[src/hdl/ptacc_pkg.sv]
/*
 * Package for the program-space table access block: operation codes,
 * widths, page register layout and the register-port map.
 * Assumes nothing of its surroundings.
 */
package ptacc_pkg;

    localparam int PTACC_PWORD_W = 24;
    localparam int PTACC_DWORD_W = 16;
    localparam int PTACC_EA_W = 16;
    localparam int PTACC_PAGE_W = 8;
    localparam int PTACC_PADDR_W = PTACC_PAGE_W + PTACC_EA_W;

    // Page register layout
    localparam int PTACC_PAGE_CFG_BIT = 7;
    localparam logic [7:0] PTACC_PAGE_RST = 8'h00;

    // Register port map (word offsets on the plain port)
    localparam logic [3:0] PTACC_REG_PAGE = 4'h0;
    localparam logic [3:0] PTACC_REG_STATUS = 4'h1;
    localparam logic [3:0] PTACC_REG_LASTRD = 4'h2;
    localparam int PTACC_STAT_BUSY_BIT = 0;
    localparam int PTACC_STAT_CFG_BIT = 1;
    localparam logic [15:0] PTACC_PHANTOM = 16'h0000;

    typedef enum logic [1:0] {
        PTACC_OP_RD_LOW = 2'b00,
        PTACC_OP_RD_HIGH = 2'b01,
        PTACC_OP_WT_LOW = 2'b10,
        PTACC_OP_WT_HIGH = 2'b11
    } ptacc_op_t;

    typedef enum logic [1:0] {
        PTACC_ST_IDLE = 2'b00,
        PTACC_ST_READ = 2'b01,
        PTACC_ST_DONE = 2'b10
    } ptacc_state_t;

endpackage : ptacc_pkg

[src/hdl/ptacc_rdmux.sv]
/*
 * Read-data shaping: turns a 24-bit program word into the data word that a
 * table read returns, in byte or word mode, low or high space.
 * Assumes the program word is already captured in a register.
 */
`timescale 1ns/1ps

module ptacc_rdmux
    import ptacc_pkg::*;
(
    input wire logic [23:0] pword,
    input wire logic high_space,
    input wire logic byte_mode,
    input wire logic byte_sel,
    output logic [15:0] data
);

    wire [7:0] low_byte_pick;
    wire [7:0] high_byte_pick;
    wire [15:0] low_word;
    wire [15:0] high_word;

    assign low_word = pword[15:0]; // RULE6
    assign low_byte_pick = byte_sel ? pword[15:8] : pword[7:0]; // RULE7
    // Phantom byte reads as zero in either mode
    assign high_word = {PTACC_PHANTOM[15:8], pword[23:16]}; // RULE8 RULE9
    assign high_byte_pick = byte_sel ? PTACC_PHANTOM[7:0] : pword[23:16]; // RULE10

    assign data = high_space
        ? (byte_mode ? {8'h00, high_byte_pick} : high_word)
        : (byte_mode ? {8'h00, low_byte_pick} : low_word); // RULE5

endmodule : ptacc_rdmux

[src/hdl/ptacc_top.sv]
/*
 * Program-space table access: serves table reads and writes from the
 * execution unit against the program array, paged by the page register.
 * Waits on PM_RVALID for as many cycles as the array takes to answer a read,
 * and ignores any request from the execution unit while BUSY is high.
 */
// Strobed register access and the register offsets were chosen for this implementation.
`timescale 1ns/1ps

// Summary of operation
// RULE1: Low-word table ops reach program word bits directly, no data mapping.
// RULE2: Only high table ops read or write the program word's upper byte.
// RULE3: Program addresses step by two per program word.
// RULE4: Program memory is two 16-bit spaces sharing one address range.
// RULE5: Each table op supports byte or word size, chosen per operation.
// RULE6: Word low read puts program bits 15:0 on data 15:0.
// RULE7: Byte low read picks upper byte if selector one, else lower.
// RULE8: Word high read returns program bits 23:16 as low data byte.
// RULE9: Word high read forces data bits 15:8 to zero.
// RULE10: Byte high read returns selected byte, zero for phantom byte.
// RULE11: Program page accessed always comes from the page register.
// RULE12: Page bit seven zero selects user space, one configuration space.
// RULE13: Byte selector is effective address bit zero.
module ptacc_top
    import ptacc_pkg::*;
(
    input wire logic CLK,
    input wire logic RESET,
    input wire logic [3:0] REG_ADDR,
    input wire logic [15:0] REG_WDATA,
    input wire logic REG_WR,
    input wire logic REG_RD,
    output logic [15:0] REG_RDATA,
    input wire logic OP_VALID,
    input wire logic [1:0] OP_CODE,
    input wire logic OP_BYTE,
    input wire logic [15:0] OP_EA,
    input wire logic [15:0] OP_WDATA,
    output logic BUSY,
    output logic RD_VALID,
    output logic [15:0] RD_DATA,
    output logic PM_REQ,
    output logic PM_WE,
    output logic [22:0] PM_ADDR,
    output logic PM_CFG,
    output logic [23:0] PM_WDATA,
    output logic [2:0] PM_LANES,
    input wire logic PM_RVALID,
    input wire logic [23:0] PM_RDATA
);

    ptacc_state_t state_q;
    ptacc_state_t state_d;
    logic [7:0] page_q;
    logic [15:0] rdata_q;
    logic [15:0] last_rd_q;
    logic [23:0] pword_q;
    logic high_q;
    logic byte_q;
    logic sel_q;
    logic rd_valid_q;
    logic pm_req_q;
    logic pm_we_q;
    logic [22:0] pm_addr_q;
    logic pm_cfg_q;
    logic [23:0] pm_wdata_q;
    logic [2:0] pm_lanes_q;

    wire op_is_high;
    wire op_is_write;
    wire op_take;
    wire byte_sel;
    wire [22:0] word_addr;
    wire [23:0] wr_pdata;
    wire [2:0] wr_lanes;
    wire [15:0] shaped;
    wire page_wr;
    wire [15:0] status_word;
    wire [15:0] reg_mux;

    assign op_is_high = OP_CODE[0];
    assign op_is_write = OP_CODE[1];
    assign op_take = OP_VALID && (state_q == PTACC_ST_IDLE);
    assign byte_sel = OP_EA[0]; // RULE13
    // Bit 0 of the address is the byte selector, so one program word spans
    // two address units and the word index drops it.
    assign word_addr = {page_q, OP_EA[15:1]}; // RULE3 RULE11 RULE1

    ptacc_wrmux u_wrmux (
        .wdata(OP_WDATA),
        .high_space(op_is_high),
        .byte_mode(OP_BYTE),
        .byte_sel(byte_sel),
        .pdata(wr_pdata),
        .lanes(wr_lanes)
    );

    ptacc_rdmux u_rdmux (
        .pword(pword_q),
        .high_space(high_q),
        .byte_mode(byte_q),
        .byte_sel(sel_q),
        .data(shaped)
    );

    always_comb begin
        state_d = state_q;
        unique case (state_q)
            PTACC_ST_IDLE: begin
                if (op_take && !op_is_write) begin
                    state_d = PTACC_ST_READ;
                end
            end
            PTACC_ST_READ: begin
                if (PM_RVALID) begin
                    state_d = PTACC_ST_DONE;
                end
            end
            PTACC_ST_DONE: begin
                state_d = PTACC_ST_IDLE;
            end
            default: begin
                state_d = PTACC_ST_IDLE;
            end
        endcase
    end

    always_ff @(posedge CLK) begin
        if (RESET) begin
            state_q <= PTACC_ST_IDLE;
        end else begin
            state_q <= state_d;
        end
    end

    assign page_wr = REG_WR && (REG_ADDR == PTACC_REG_PAGE);

    always_ff @(posedge CLK) begin
        if (RESET) begin
            page_q <= PTACC_PAGE_RST;
        end else if (page_wr) begin
            page_q <= REG_WDATA[7:0]; // RULE11
        end
    end

    always_ff @(posedge CLK) begin
        if (RESET) begin
            pm_req_q <= 1'b0;
            pm_we_q <= 1'b0;
            pm_addr_q <= 23'h000000;
            pm_cfg_q <= 1'b0;
            pm_wdata_q <= 24'h000000;
            pm_lanes_q <= 3'h0;
        end else begin
            pm_req_q <= op_take;
            pm_we_q <= op_take && op_is_write;
            if (op_take) begin
                pm_addr_q <= word_addr;
                pm_cfg_q <= page_q[PTACC_PAGE_CFG_BIT]; // RULE12
                pm_wdata_q <= op_is_write ? wr_pdata : 24'h000000;
                pm_lanes_q <= op_is_write ? wr_lanes : 3'h0; // RULE2
            end
        end
    end

    always_ff @(posedge CLK) begin
        if (RESET) begin
            high_q <= 1'b0;
            byte_q <= 1'b0;
            sel_q <= 1'b0;
        end else if (op_take) begin
            high_q <= op_is_high; // RULE4
            byte_q <= OP_BYTE;
            sel_q <= byte_sel;
        end
    end

    always_ff @(posedge CLK) begin
        if (RESET) begin
            pword_q <= 24'h000000;
        end else if (state_q == PTACC_ST_READ && PM_RVALID) begin
            pword_q <= PM_RDATA;
        end
    end

    always_ff @(posedge CLK) begin
        if (RESET) begin
            rd_valid_q <= 1'b0;
            last_rd_q <= 16'h0000;
        end else begin
            rd_valid_q <= 1'b0;
            if (state_q == PTACC_ST_DONE) begin
                rd_valid_q <= 1'b1;
                last_rd_q <= shaped; // RULE2 RULE5
            end
        end
    end

    assign status_word = {14'h0000, page_q[PTACC_PAGE_CFG_BIT],
                          (state_q != PTACC_ST_IDLE)};
    assign reg_mux = (REG_ADDR == PTACC_REG_PAGE) ? {8'h00, page_q}
        : (REG_ADDR == PTACC_REG_STATUS) ? status_word
        : (REG_ADDR == PTACC_REG_LASTRD) ? last_rd_q
        : 16'h0000;

    always_ff @(posedge CLK) begin
        if (RESET) begin
            rdata_q <= 16'h0000;
        end else if (REG_RD) begin
            rdata_q <= reg_mux;
        end else begin
            rdata_q <= 16'h0000;
        end
    end

    assign REG_RDATA = rdata_q;
    assign BUSY = (state_q != PTACC_ST_IDLE);
    assign RD_VALID = rd_valid_q;
    assign RD_DATA = last_rd_q;
    assign PM_REQ = pm_req_q;
    assign PM_WE = pm_we_q;
    assign PM_ADDR = pm_addr_q;
    assign PM_CFG = pm_cfg_q;
    assign PM_WDATA = pm_wdata_q;
    assign PM_LANES = pm_lanes_q;

endmodule : ptacc_top

[src/hdl/ptacc_wrmux.sv]
/*
 * Write-data shaping: builds the 24-bit lane data and lane enables that a
 * table write sends to the program array.
 * Assumes the array honours per-byte lane enables.
 */
`timescale 1ns/1ps

module ptacc_wrmux
    import ptacc_pkg::*;
(
    input wire logic [15:0] wdata,
    input wire logic high_space,
    input wire logic byte_mode,
    input wire logic byte_sel,
    output logic [23:0] pdata,
    output logic [2:0] lanes
);

    wire [2:0] low_lanes;
    wire [2:0] high_lanes;

    assign low_lanes = byte_mode ? (byte_sel ? 3'h2 : 3'h1) : 3'h3;
    // Writes to the phantom byte touch nothing
    assign high_lanes = (byte_mode && byte_sel) ? 3'h0 : 3'h4; // RULE2
    assign lanes = high_space ? high_lanes : low_lanes; // RULE4 RULE5
    assign pdata = high_space
        ? {wdata[7:0], 16'h0000}
        : (byte_mode ? {8'h00, wdata[7:0], wdata[7:0]}
                     : {8'h00, wdata});

endmodule : ptacc_wrmux

[config.mk]
export PLATFORM = sky130hd
export DESIGN_NAME = ptacc_top
export DESIGN_NICKNAME = d
export VERILOG_FILES = /design/src/hdl/ptacc_pkg.sv /design/src/hdl/ptacc_rdmux.sv /design/src/hdl/ptacc_top.sv /design/src/hdl/ptacc_wrmux.sv
export SDC_FILE = /design/constraint.sdc
export NUM_CORES = 1
export LEC_CHECK = 0
export BUFFER_PORTS_ARGS = -buffer_cell sky130_fd_sc_hd__buf_2
export CORE_MARGIN = 4
export CORE_UTILIZATION = 43
export DETAILED_ROUTE_END_ITERATION = 8
export PLACE_DENSITY = 0.72
export SYNTH_ARGS = -nofsm -noshare
export SYNTH_HDL_FRONTEND = slang
export SYNTH_SLANG_ARGS = --single-unit
[constraint.sdc]
create_clock -name CLK -period 1.7 [get_ports CLK]
set_input_delay 0.34 -clock CLK [delete_from_list [all_inputs] [get_ports CLK]]
set_output_delay 0.34 -clock CLK [all_outputs]
set_load 0.1 [all_outputs]
==> Yosys cells after proc, flatten, opt, wreduce, memory -nomap -nowiden <==
Cells that the tools add are included.
{ "totals": {"out_inout_bits": 87, "register_bits": 123, "input_bits": 85, "word_cells": 57} }
{ "op_classes": {"bitwise_logic": 2, "n_reduce_logical": 13, "muxes": 20, "n_eq_ne": 6} }
{ "op_table": {"columns": ["op", "count"], "rows": [
  ["16-bit 2-to-1 mux", 3],
  ["24-bit 2-to-1 mux", 2],
  ["8-bit 2-to-1 mux", 6],
  ["3-bit 2-to-1 mux", 4],
  ["1-bit logical AND", 6],
  ["2-bit 2-to-1 mux", 3],
  ["5-bit OR reduction", 1],
  ["4-bit by 1-bit == test with 1-bit output, second input constant", 1],
  ["4-bit by 2-bit == test with 1-bit output, second input constant", 1],
  ["4-bit logical NOT", 1],
  ["2-bit case mux with 2 select lines", 1],
  ["2-bit by 1-bit == test with 1-bit output, second input constant", 1],
  ["2-bit == test, second input constant", 1],
  ["2-bit logical NOT", 1],
  ["2-bit by 1-bit != test with 1-bit output, second input constant", 1],
  ["2-bit != test, second input constant", 1],
  ["1-bit NOT", 2],
  ["2-bit AND reduction", 1],
  ["2-bit nonzero test", 1],
  ["2-bit OR reduction", 1],
  ["1-bit logical NOT", 1],
  ["1-bit 2-to-1 mux", 1]
]} }

==> Longest topological paths before layout <==
Gate-level depths: netlist of run 1.
{ "logic_depth": {"depth_word": 5, "depth_mapped": 6, "ltp_nobuf": 3} }

==> Hierarchy <==
From an unflattened synthesis of run 1, not the netlist that was laid out.
{ "hier_totals": {"hier_cells": 534, "area_unflattened_um2": 4770.8} }
{ "by_module_without_submodules": {"columns": ["mod", "cells_each", "seq_area_each_um2", "n_inst", "area_per_inst_um2"], "rows": [
  ["ptacc_top", 456, 2442.3, 1, 4169.0],
  ["ptacc_rdmux", 39, 0.0, 1, 336.6],
  ["ptacc_wrmux", 39, 0.0, 1, 265.3]
]} }

==> Worst setup path after synthesis of run 1 <==
OpenSTA, ideal clock, no wires.
{ "synth_path": {"path_type": "reg-to-output", "start": "reg pm_addr_q[22], in the netlist PM_ADDR[22]", "end": "out PM_ADDR[22]", "path_slack_ns": -0.013, "arrival_time_ns": 1.373, "path_buffers": 1, "stages_incl_launch_ff": 2, "path_cell_list": "dfxtp_1 -> buf_4"} }
{ "synth_lines": {"columns": ["element", "line_no", "text"], "rows": [
  ["start, declared", "ptacc_top.sv:64", "logic [22:0] pm_addr_q;"],
  ["start signal, assigned", "ptacc_top.sv:158", "pm_addr_q <= word_addr;"],
  ["end, declared", "ptacc_top.sv:44", "output logic [22:0] PM_ADDR,"]
]} }
No word-level cell between the ends.

==> Final worst setup path of run 1 <==
{ "layout_path": {"start": "reg last_rd_q[0], in the netlist RD_DATA[0]", "end": "out RD_DATA[0]"} }
{ "layout_lines": {"columns": ["element", "line_no", "text"], "rows": [
  ["start, declared", "ptacc_top.sv:56", "logic [15:0] last_rd_q;"],
  ["start signal, assigned", "ptacc_top.sv:194", "last_rd_q <= shaped;"],
  ["end, declared", "ptacc_top.sv:41", "output logic [15:0] RD_DATA,"]
]} }
No word-level cell between the ends.

==> results.json, run 1 <==
{
  "via_count": 3973,
  "antenna_cells": 0,
  "ys_ff_latch": 122,
  "whs_path_depth": 3,
  "crit_fanout": 2,
  "cp_top_family": "buffers and inverters",
  "grt_max_degree": 59,
  "drc": 0,
  "yosysUniqueCellTypes": 37,
  "critical_path.startpoint_type": "flip-flop",
  "regArea_sq_mm": 0.002452,
  "synth_commonest_cells": "122 x dfxtp_1, 111 x nand2_1, 61 x a21oi_1",
  "hold_viol_final": 0,
  "cts_sinks": 122,
  "cts_max_level": 4,
  "tns_ps": 0,
  "wl_met2_mm": 5.935,
  "drtAntennaViolNets": 0,
  "irDropWorstVdd_mv": 0.5275,
  "rr_endpoint": "RD_DATA[5]",
  "synth_ff_type": "dfxtp_1",
  "hpwl_mm": 8.664,
  "crit_chain": "buf_2",
  "io_pins": 172,
  "critical_path_class": "reg -> out",
  "finalClockSkew_ps": 5.707,
  "nets": 730,
  "fp.coreArea_sq_mm": 0.009955,
  "avgSynthCellArea_sq_um": 9.127,
  "maxSlewHeadroom": 0.5514,
  "finalCriticalPeriod_ps": 1655,
  "drt-initial-drc-count": 402,
  "yosysMostFrequentCell": "dfxtp_1",
  "cts_tree": "done",
  "status": "finished, final reports clean",
  "setup_viol": 0,
  "synth_edf_count": 0,
  "hold_end": "PM_ADDR[5]",
  "synth.largest_area_cell": "dfxtp_1",
  "synthesis.nets": 574,
  "drive_gt1_frac": 0.3298,
  "hold_buffers": 0,
  "cp_slowest_cell": "buf_2",
  "antenna_found_initial": 0,
  "fin_ws_ps": 45.29,
  "ys_async_sr_fraction": 0,
  "setup.worst_path.end_class": "output port",
  "dieWidth_microns": 109.9,
  "worst_pin_slew_ps": 671.2,
  "slew_violations": 0,
  "power_mw": 7.227,
  "post-cts-setup-buffer-count": 0,
  "grt_usage": 0.2044,
  "placed_cell_area_sq_mm": 0.005406,
  "routabilityCongestion": 0.8246,
  "place_ws_ps": 84.62,
  "rows": 36,
  "syn_inst": 489,
  "worstSkewPairLatency_ps": 510,
  "start_util": 0.4483,
  "worstPathArrival_ps": 1310,
  "cp_num_buf_inv": 1,
  "viasPerCell": 5.023,
  "portBuffers": 163,
  "routed-wl-met3_microns": 833,
  "worstPathRequired_ps": 1360,
  "synth.top_cell.area_share": 0.5472,
  "rsz0062_at_grt": "false",
  "multiInputGateArea_sq_mm": 0.001842,
  "reg2reg_depth": 3,
  "numCtsBuffers": 17,
  "fmax_ghz": 0.6043,
  "first_global_vias": 3836,
  "top_layer": "met4",
  "wire_per_inst_microns": 15.36,
  "ys_seq_area_frac": 0.5472,
  "final.period_utilization": 0.9734,
  "wl_met1_mm": 5.110,
  "yosysWarnings": 0,
  "drv_cap": 0,
  "final.fill_count": 877,
  "power.leakage_nw": 2.649,
  "area_delta_synth_final_pct": 34.88,
  "max_stage_delay_ps": 440,
  "fin_area_sq_mm": 0.006020,
  "dr.pass1.iters": 7,
  "overflow": 0,
  "grt_pass1_wl_mm": 18.91,
  "ff2ff_setup_slack_ps": 200,
  "dieArea_sq_mm": 0.01207,
  "die_height_microns": 109.9,
  "r2r_start": "high_q",
  "clockBufferDepth": 2,
  "hold_path.class": "in -> reg",
  "path_clk_slew_ps": 60,
  "synth_area_sq_mm": 0.004463,
  "ys_top_cells_by_area": "dfxtp_1 55%, nand2_1 9.3%, a21oi_1 6.8%",
  "clockRootBuffer": "clkbuf_8",
  "power_density_mw_per_mm2": 1201,
  "hold_start": "OP_EA[6]",
  "wl_mm": 12.15
}
-- where the power goes --
part / switching (mW) / leakage [nW] / internal, mW
logic: 0.610 / 1.39 / 0.204
registers: 0.0520 / 0.991 / 2.93
clock network: 1.31 / 0.266 / 2.12
total: 1.97 / 2.65 / 5.26
-- cell usage in the layout (no fill, tap or decap), types with 3 or more instances in the layout --
cell type and count:
a21oi_1 61, a221oi_1 8, a22o_1 16, a22oi_1 8, and2_1 11, buf_12 3
buf_2 151, buf_4 11, clkbuf_16 16, clkbuf_4 10, clkinv_2 3, clkinvlp_4 6
dfxtp_1 118, inv_1 3, mux2_1 8, mux2i_1 8, nand2_1 111, nand2b_1 11
nand3_1 9, nand4b_1 8, nor2_1 21, nor2b_1 4, nor3_1 7, o21ai_1 8
o2bb2ai_1 8
-- what timing repair did --
item / CTS / global route
gates cloned: 0 / 0
endpoints found under the setup margin: 2 / 13
gates resized for setup: 5 / 12
pin swaps: 0 / 0
-- worst max-delay path by stage --
stage               start            end  depth (start not counted)
2_1_floorplan       RESET  REG_RDATA[10]                          5
3_3_place_gp        RESET   REG_RDATA[4]                          4
3_5_place_dp        RESET   REG_RDATA[4]                          4
4_1_cts        RD_DATA[4]     RD_DATA[4]                          1
5_1_grt        RD_DATA[1]     RD_DATA[1]                          1
6_report       RD_DATA[0]     RD_DATA[0]                          1
-- cell type report --
class | count | share of cell area
timing repair buffer | 175 | 0.1617
inverter | 3 | 0.001871
clock buffer | 18 | 0.07109
sequential | 122 | 0.4074
clock inverter | 14 | 0.02432
tap | 133 | 0.02765
multi-input combinational | 326 | 0.3060
-- metal layers --
metal | up-vias | global-route usage
li1 | 1996 | -
met2 | 138 | 0.3241
met3 | 21 | 0.04815
met4 | 0 | 0.1033
met5 | - | 0
met1 | 1818 | 0.2591
-- per-stage QoR --
stage | util | hold slack (ps) | cells
finish | 0.6047 | 64.24 | 791
global route | 0.6047 | 48.38 | 791
CTS | 0.6018 | 44.82 | 791
detailed placement | 0.5431 | 441.7 | 759
global placement | 0.5431 | 435.7 | 759
floorplan | - | 432.2 | 489
-- kinds of logic after synthesis --
| logic type | Yosys count | share of synthesized area |
|---|---|---|
| and+or+nand+nor | 197 | 0.2148 |
| muxes | 16 | 0.03813 |
| buffers and inverters | 41 | 0.04065 |
| AOI/OAI and AO/OA | 113 | 0.1592 |
| DFF | 122 | 0.5472 |
-- flip-flops by register name, indices dropped and copies added (netlist names) --
| signal | cells |
|---|---|
| PM_LANES | 3 |
| sel_q | 1 |
| REG_RDATA | 16 |
| RD_DATA | 16 |
| PM_WE | 1 |
| high_q | 1 |
| PM_REQ | 1 |
| page_q | 8 |
| pword_q | 24 |
| PM_ADDR | 23 |
| RD_VALID | 1 |
| state_q | 2 |
| byte_q | 1 |
| PM_WDATA | 24 |
Power figures use the tool's default switching activity.
==> inputs of run 2 (changes only) <==
ABC_AREA = 1   (was default)
PLACE_DENSITY = 0.71   (was 0.72)
==> run 2 against run 1 <==
Against the previous run: global-route usage increased by 0.20 points; synthesized cell count is 32% higher; power increased by 4.3%; critical endpoint is now RD_DATA[14].
==> results.json, run 2 <==
{
  "hold_ws_ps": 34.63,
  "placed_cell_area_sq_mm": 0.005629,
  "yosysWarnings": 0,
  "synth_edf_count": 0,
  "drtAntennaViolNets": 0,
  "fmax_ghz": 0.6014,
  "final_common_cell": "nand2_1",
  "ys_ff_latch": 122,
  "wire_per_inst_microns": 13.78,
  "dieWidth_microns": 113.1,
  "yosys.area_share.adder": 0,
  "grt_pass1_wl_mm": 21.46,
  "hold_buffers": 0,
  "yosysUniqueCellTypes": 23,
  "viasPerCell": 4.893,
  "slew_violations": 0,
  "switchingPower_mw": 2.139,
  "fp.coreArea_sq_mm": 0.01084,
  "hold_path.class": "in -> reg",
  "rsz0062_at_grt": "false",
  "post-cts-setup-buffer-count": 0,
  "p_comb_frac": 0.150,
  "status": "finished, final reports clean",
  "reg2reg_depth": 5,
  "final_util": 0.5744,
  "rows": 38,
  "drc": 0,
  "io_pins": 172,
  "synth_top_family_by_area": "simple AND/OR/NAND/NOR gates",
  "critical_path.startpoint_type": "flip-flop",
  "fin_area_sq_mm": 0.006227,
  "synth.largest_area_cell": "dfxtp_1",
  "cts_sinks": 122,
  "dieArea_sq_mm": 0.01278,
  "clockRootBuffer": "clkbuf_8",
  "finalCriticalPeriod_ps": 1663,
  "drv_cap": 0,
  "crit_chain": "buf_2",
  "grt_max_degree": 56,
  "power_density_mw_per_mm2": 1210,
  "via_count": 4648,
  "synthMuxAreaShare": 0,
  "clockBufferDepth": 2,
  "power.leakage_nw": 2.911,
  "routabilityCongestion": 0.8710,
  "dr.pass1.iters": 6,
  "cts_max_level": 4,
  "ff2ff_setup_slack_ps": 340,
  "synthesis.nets": 731,
  "synthXorXnorAreaFrac": 0,
  "avgSynthCellArea_sq_um": 7.348,
  "portBuffers": 163,
  "drive_gt1_frac": 0.2633,
  "cts_tree": "done",
  "whs_path_depth": 2,
  "irDropWorstVdd_mv": 0.6990,
  "overflow": 0,
  "setup_viol": 0,
  "switching_share": 0.2839,
  "synth-simple-area-share": 0.2741,
  "hpwl_mm": 9.140,
  "synth_ff_type": "dfxtp_1",
  "synth.top_cell.area_share": 0.5145,
  "numCtsBuffers": 17,
  "max_stage_delay_ps": 440,
  "cp_slowest_cell": "buf_2",
  "wl_mm": 13.09,
  "drt-initial-drc-count": 517,
  "worst_pin_slew_ps": 550.9,
  "finalClockSkew_ps": 5.400,
  "hold_viol_final": 0,
  "crit_fanout": 3,
  "area_delta_synth_final_pct": 31.18,
  "syn_inst": 646,
  "clkPwrFrac": 0.447,
  "path_clk_slew_ps": 60,
  "worstPathArrival_ps": 1320,
  "setup.worst_path.end_class": "output port",
  "grt_usage": 0.2064,
  "start_util": 0.4379,
  "synth_commonest_cells": "152 x nand2_1, 122 x dfxtp_1, 107 x nor2_1",
  "nets": 882,
  "path_depth": 1,
  "tns_ps": 0,
  "antenna_found_initial": 2,
  "ys_async_sr_fraction": 0,
  "first_global_vias": 4500,
  "ys_top_cells_by_area": "dfxtp_1 51%, nand2_1 12%, nor2_1 8.5%",
  "worstPathRequired_ps": 1360,
  "internal_power_mw": 5.396,
  "cp_num_buf_inv": 1,
  "yosysMostFrequentCell": "nand2_1",
  "critical_path_class": "reg -> out",
  "die_height_microns": 113.1,
  "maxSlewHeadroom": 0.6327,
  "final.period_utilization": 0.9781,
  "ys_seq_area_frac": 0.5145,
  "synth_area_sq_mm": 0.004747,
  "p_seq_frac": 0.402,
  "cp_top_family": "buffers and inverters",
  "synth_compound_area_frac": 0.1323,
  "worstSkewPairLatency_ps": 510,
  "layout_common_cells": "152 x nand2_1, 151 x buf_2, 120 x dfxtp_1, 107 x nor2_1, 69 x a21oi_1",
  "post_cts_resize_count": 7
}
[run 2: cell count changes after synthesis, sizes merged, moves of 9 or more]
cell    change
a22o       -16
and2       -11
buf        +15
clkbuf     -17
inv        +45
nand2      +44
nand2b     -11
nand3      +27
nand4       +9
nor2       +91
o21ai      +42
[run 2: path summary, 6_finish.rpt]
path | to | startpoint
worst max-delay path | RD_DATA[14] | RD_DATA[14]
worst min-delay path | state_q[0] | PM_RVALID
worst max register to register | state_q[0] | state_q[0]
worst min register to register | REG_RDATA[9] | RD_DATA[9]
[run 2: power by group through the flow]
stage	Combinational, mW	Sequential (mW)	Clock (mW)
finish	1.13	3.03	3.37
global route	1.21	3.04	3.56
CTS	1.14	3.03	3.42
detailed placement	1.13	3.09	0
global placement	1.12	3.08	0
floorplan	0.367	3.59	0
[run 2: area by class of cell]
type,count,area [sq um]
fillers,1043,4613
flip-flops and latches,122,2445
multi-input cells,438,1934
repair buffers,168,920.9
clock buffers,24,470.5
inverters,50,187.7
well taps,140,175.2
clock inverters,7,91.34
diodes,1,2.502
[run 2: routing by layer]
metal / track usage / share of wire
met5: 0 / 0.00092
met4: 0.09776 / 0.025
met3: 0.05455 / 0.075
met2: 0.3357 / 0.49
met1: 0.2550 / 0.41
[run 2: worst register-to-register path: stages (launching register included)]
cell and delay [ps]:
dfxtp_2 360, nor2_2 150, nand2_4 330, nor2_1 260, nand2_1 100, o31ai_1 70
[run 2: metrics by stage]
stage / cells / power, mW / worst slack (ps)
global route: 950 / 7.810 / 1.008
detailed placement: 918 / 4.216 / 299.7
floorplan: 646 / 3.954 / 257.4
CTS: 949 / 7.582 / 4.553
global placement: 918 / 4.197 / 330.9
finish: 950 / 7.535 / 37.30
[run 2: cell families after synthesis]
kind of cell | count (synthesis)
and+or+nand+nor | 314
AOI/OAI and AO/OA | 124
DFF | 122
buffers and inverters | 86
==> inputs of run 3 (changes only) <==
==> constraint.sdc (replaced) <==
create_clock -name CLK -period 1.7 [get_ports CLK]
set_input_delay 0.085 -clock CLK [delete_from_list [all_inputs] [get_ports CLK]]
set_output_delay 0.085 -clock CLK [all_outputs]
set_load 0.1 [all_outputs]
==> run 3 against run 2 <==
Against the previous run: clock skew is 0.61 ps higher; cell area grew 11%; non-clock buffer count rose by 79; register-to-register slack got worse by 40 ps; power increased by 2.0%; first-iteration DRC count grew 4.6%; via count is 9.1% higher; utilization is 6.6 points higher; setup slack better by 100 ps; critical endpoint is now BUSY; largest cell class unchanged.
==> results.json, run 3 (same netlist as run 2, synthesis figures left out) <==
{
  "routabilityCongestion": 0.8668,
  "power_mw": 7.686,
  "p_comb_frac": 0.165,
  "cts_tree": "done",
  "crit_fanout": 5,
  "rows": 38,
  "grt_max_degree": 56,
  "hold_viol_final": 0,
  "dieArea_sq_mm": 0.01278,
  "antenna_found_initial": 1,
  "maxSlewHeadroom": 0.6372,
  "drive_gt1_frac": 0.2407,
  "start_util": 0.4379,
  "clkPwrFrac": 0.441,
  "worstSkewPairLatency_ps": 500,
  "switchingPower_mw": 2.188,
  "die_height_microns": 113.1,
  "drtAntennaViolNets": 0,
  "setup_viol": 0,
  "dieWidth_microns": 113.1,
  "drv_cap": 0,
  "critical_path.startpoint_type": "flip-flop",
  "cts_sinks": 122,
  "slew_violations": 0,
  "drt-initial-drc-count": 541,
  "worst_pin_slew_ps": 544.2,
  "clockRootBuffer": "clkbuf_8",
  "grt_usage": 0.2307,
  "power.leakage_nw": 3.231,
  "wire_per_inst_microns": 14.13,
  "final.fill_count": 920,
  "irDropWorstVdd_mv": 0.6383,
  "status": "finished, final reports clean",
  "dr.pass1.iters": 6,
  "tns_ps": 0,
  "area_delta_synth_final_pct": 46.23,
  "overflow": 0,
  "nets": 961,
  "switching_share": 0.2847,
  "hpwl_mm": 9.247,
  "layout_common_cells": "162 x buf_2, 152 x nand2_1, 122 x dfxtp_1, 107 x nor2_1, 77 x dlygate4sd3_1",
  "p_seq_frac": 0.394,
  "portBuffers": 163,
  "reg2reg_depth": 4,
  "cts_max_level": 4,
  "io_pins": 172,
  "worstPathRequired_ps": 1620,
  "fp.coreArea_sq_mm": 0.01084,
  "grt_pass1_wl_mm": 24.00,
  "drc": 0,
  "finalClockSkew_ps": 6.012,
  "final.period_utilization": 0.9169,
  "first_global_vias": 5107,
  "numCtsBuffers": 17,
  "wl_mm": 14.55,
  "critical_path_class": "reg -> out",
  "hold_path.class": "in -> reg",
  "setup.worst_path.end_class": "output port",
  "rsz0062_at_grt": "false",
  "finalCriticalPeriod_ps": 1559,
  "final_common_cell": "buf_2",
  "clockBufferDepth": 2,
  "path_clk_slew_ps": 60,
  "via_count": 5070,
  "internal_power_mw": 5.498,
  "fmax_ghz": 0.6416,
  "power_density_mw_per_mm2": 1107,
  "whs_path_depth": 3,
  "worstPathArrival_ps": 1470,
  "viasPerCell": 4.922
}
[run 3: what timing repair did]
action                                  CTS  global route
gates resized for setup                   1             0
endpoints found under the setup margin    1             0
setup buffers                             0             0
hold buffers                             77             0
hold endpoints to repair                 84             0
[run 3: power groups by stage]
stage	logic [mW]	registers, mW	clock network, mW
3_3_place_gp	1.10	3.08	0
6_report	1.27	3.03	3.39
4_1_cts	1.25	3.03	3.44
2_1_floorplan	0.367	3.59	0
5_1_grt	1.35	3.04	3.58
3_5_place_dp	1.11	3.09	0
[run 3: through the flow]
step                      setup slack (ps)  utilization  hold slack [ps]  area [sq um]  cells
after floorplan                      241.2            -            185.8          4747    646
after global placement               378.3       0.5169            304.4          5603    920
after detailed placement             303.9       0.5169            308.1          5603    920
after CTS                            118.7       0.6401            29.11          6939   1029
after global routing                 80.69       0.6404            66.56          6942   1030
final                                141.3       0.6404            39.30          6942   1030
[run 3: metal layers]
layer	track usage	wire [microns]	vias to the layer above	share of wire
met1	0.2700	5978	2296	0.41
met5	0	0	-	0
met2	0.4048	7202	211	0.50
li1	-	-	2519	-
met3	0.04973	858	44	0.059
met4	0.1018	510	0	0.035
[run 3: path summary, 6_finish.rpt]
| path | endpoint | from | slack, ps |
|---|---|---|---|
| max | BUSY | state_q[0] | 140 |
| min | byte_q | OP_BYTE | 40 |
| max reg2reg | PM_WE | state_q[0] | 300 |
| min reg2reg | REG_RDATA[9] | RD_DATA[9] | 440 |
[run 3: cell type report]
| type | count | area, sq um | share of cell area |
|---|---|---|---|
| Tap cell | 140 | 175.2 | 0.02523 |
| Clock buffer | 24 | 470.5 | 0.06777 |
| Timing Repair Buffer | 247 | 1642 | 0.2365 |
| Inverter | 50 | 187.7 | 0.02704 |
| Clock inverter | 8 | 92.59 | 0.01334 |
| Sequential cell | 122 | 2442 | 0.3518 |
| Antenna cell | 1 | 2.502 | 0.0003605 |
| Multi-Input combinational cell | 438 | 1929 | 0.2779 |
[run 3: critical path, stage by stage, from the launching register on]
cell	delay (ps)
dfxtp_1	470
inv_2	60
nand2_2	130
buf_4	320
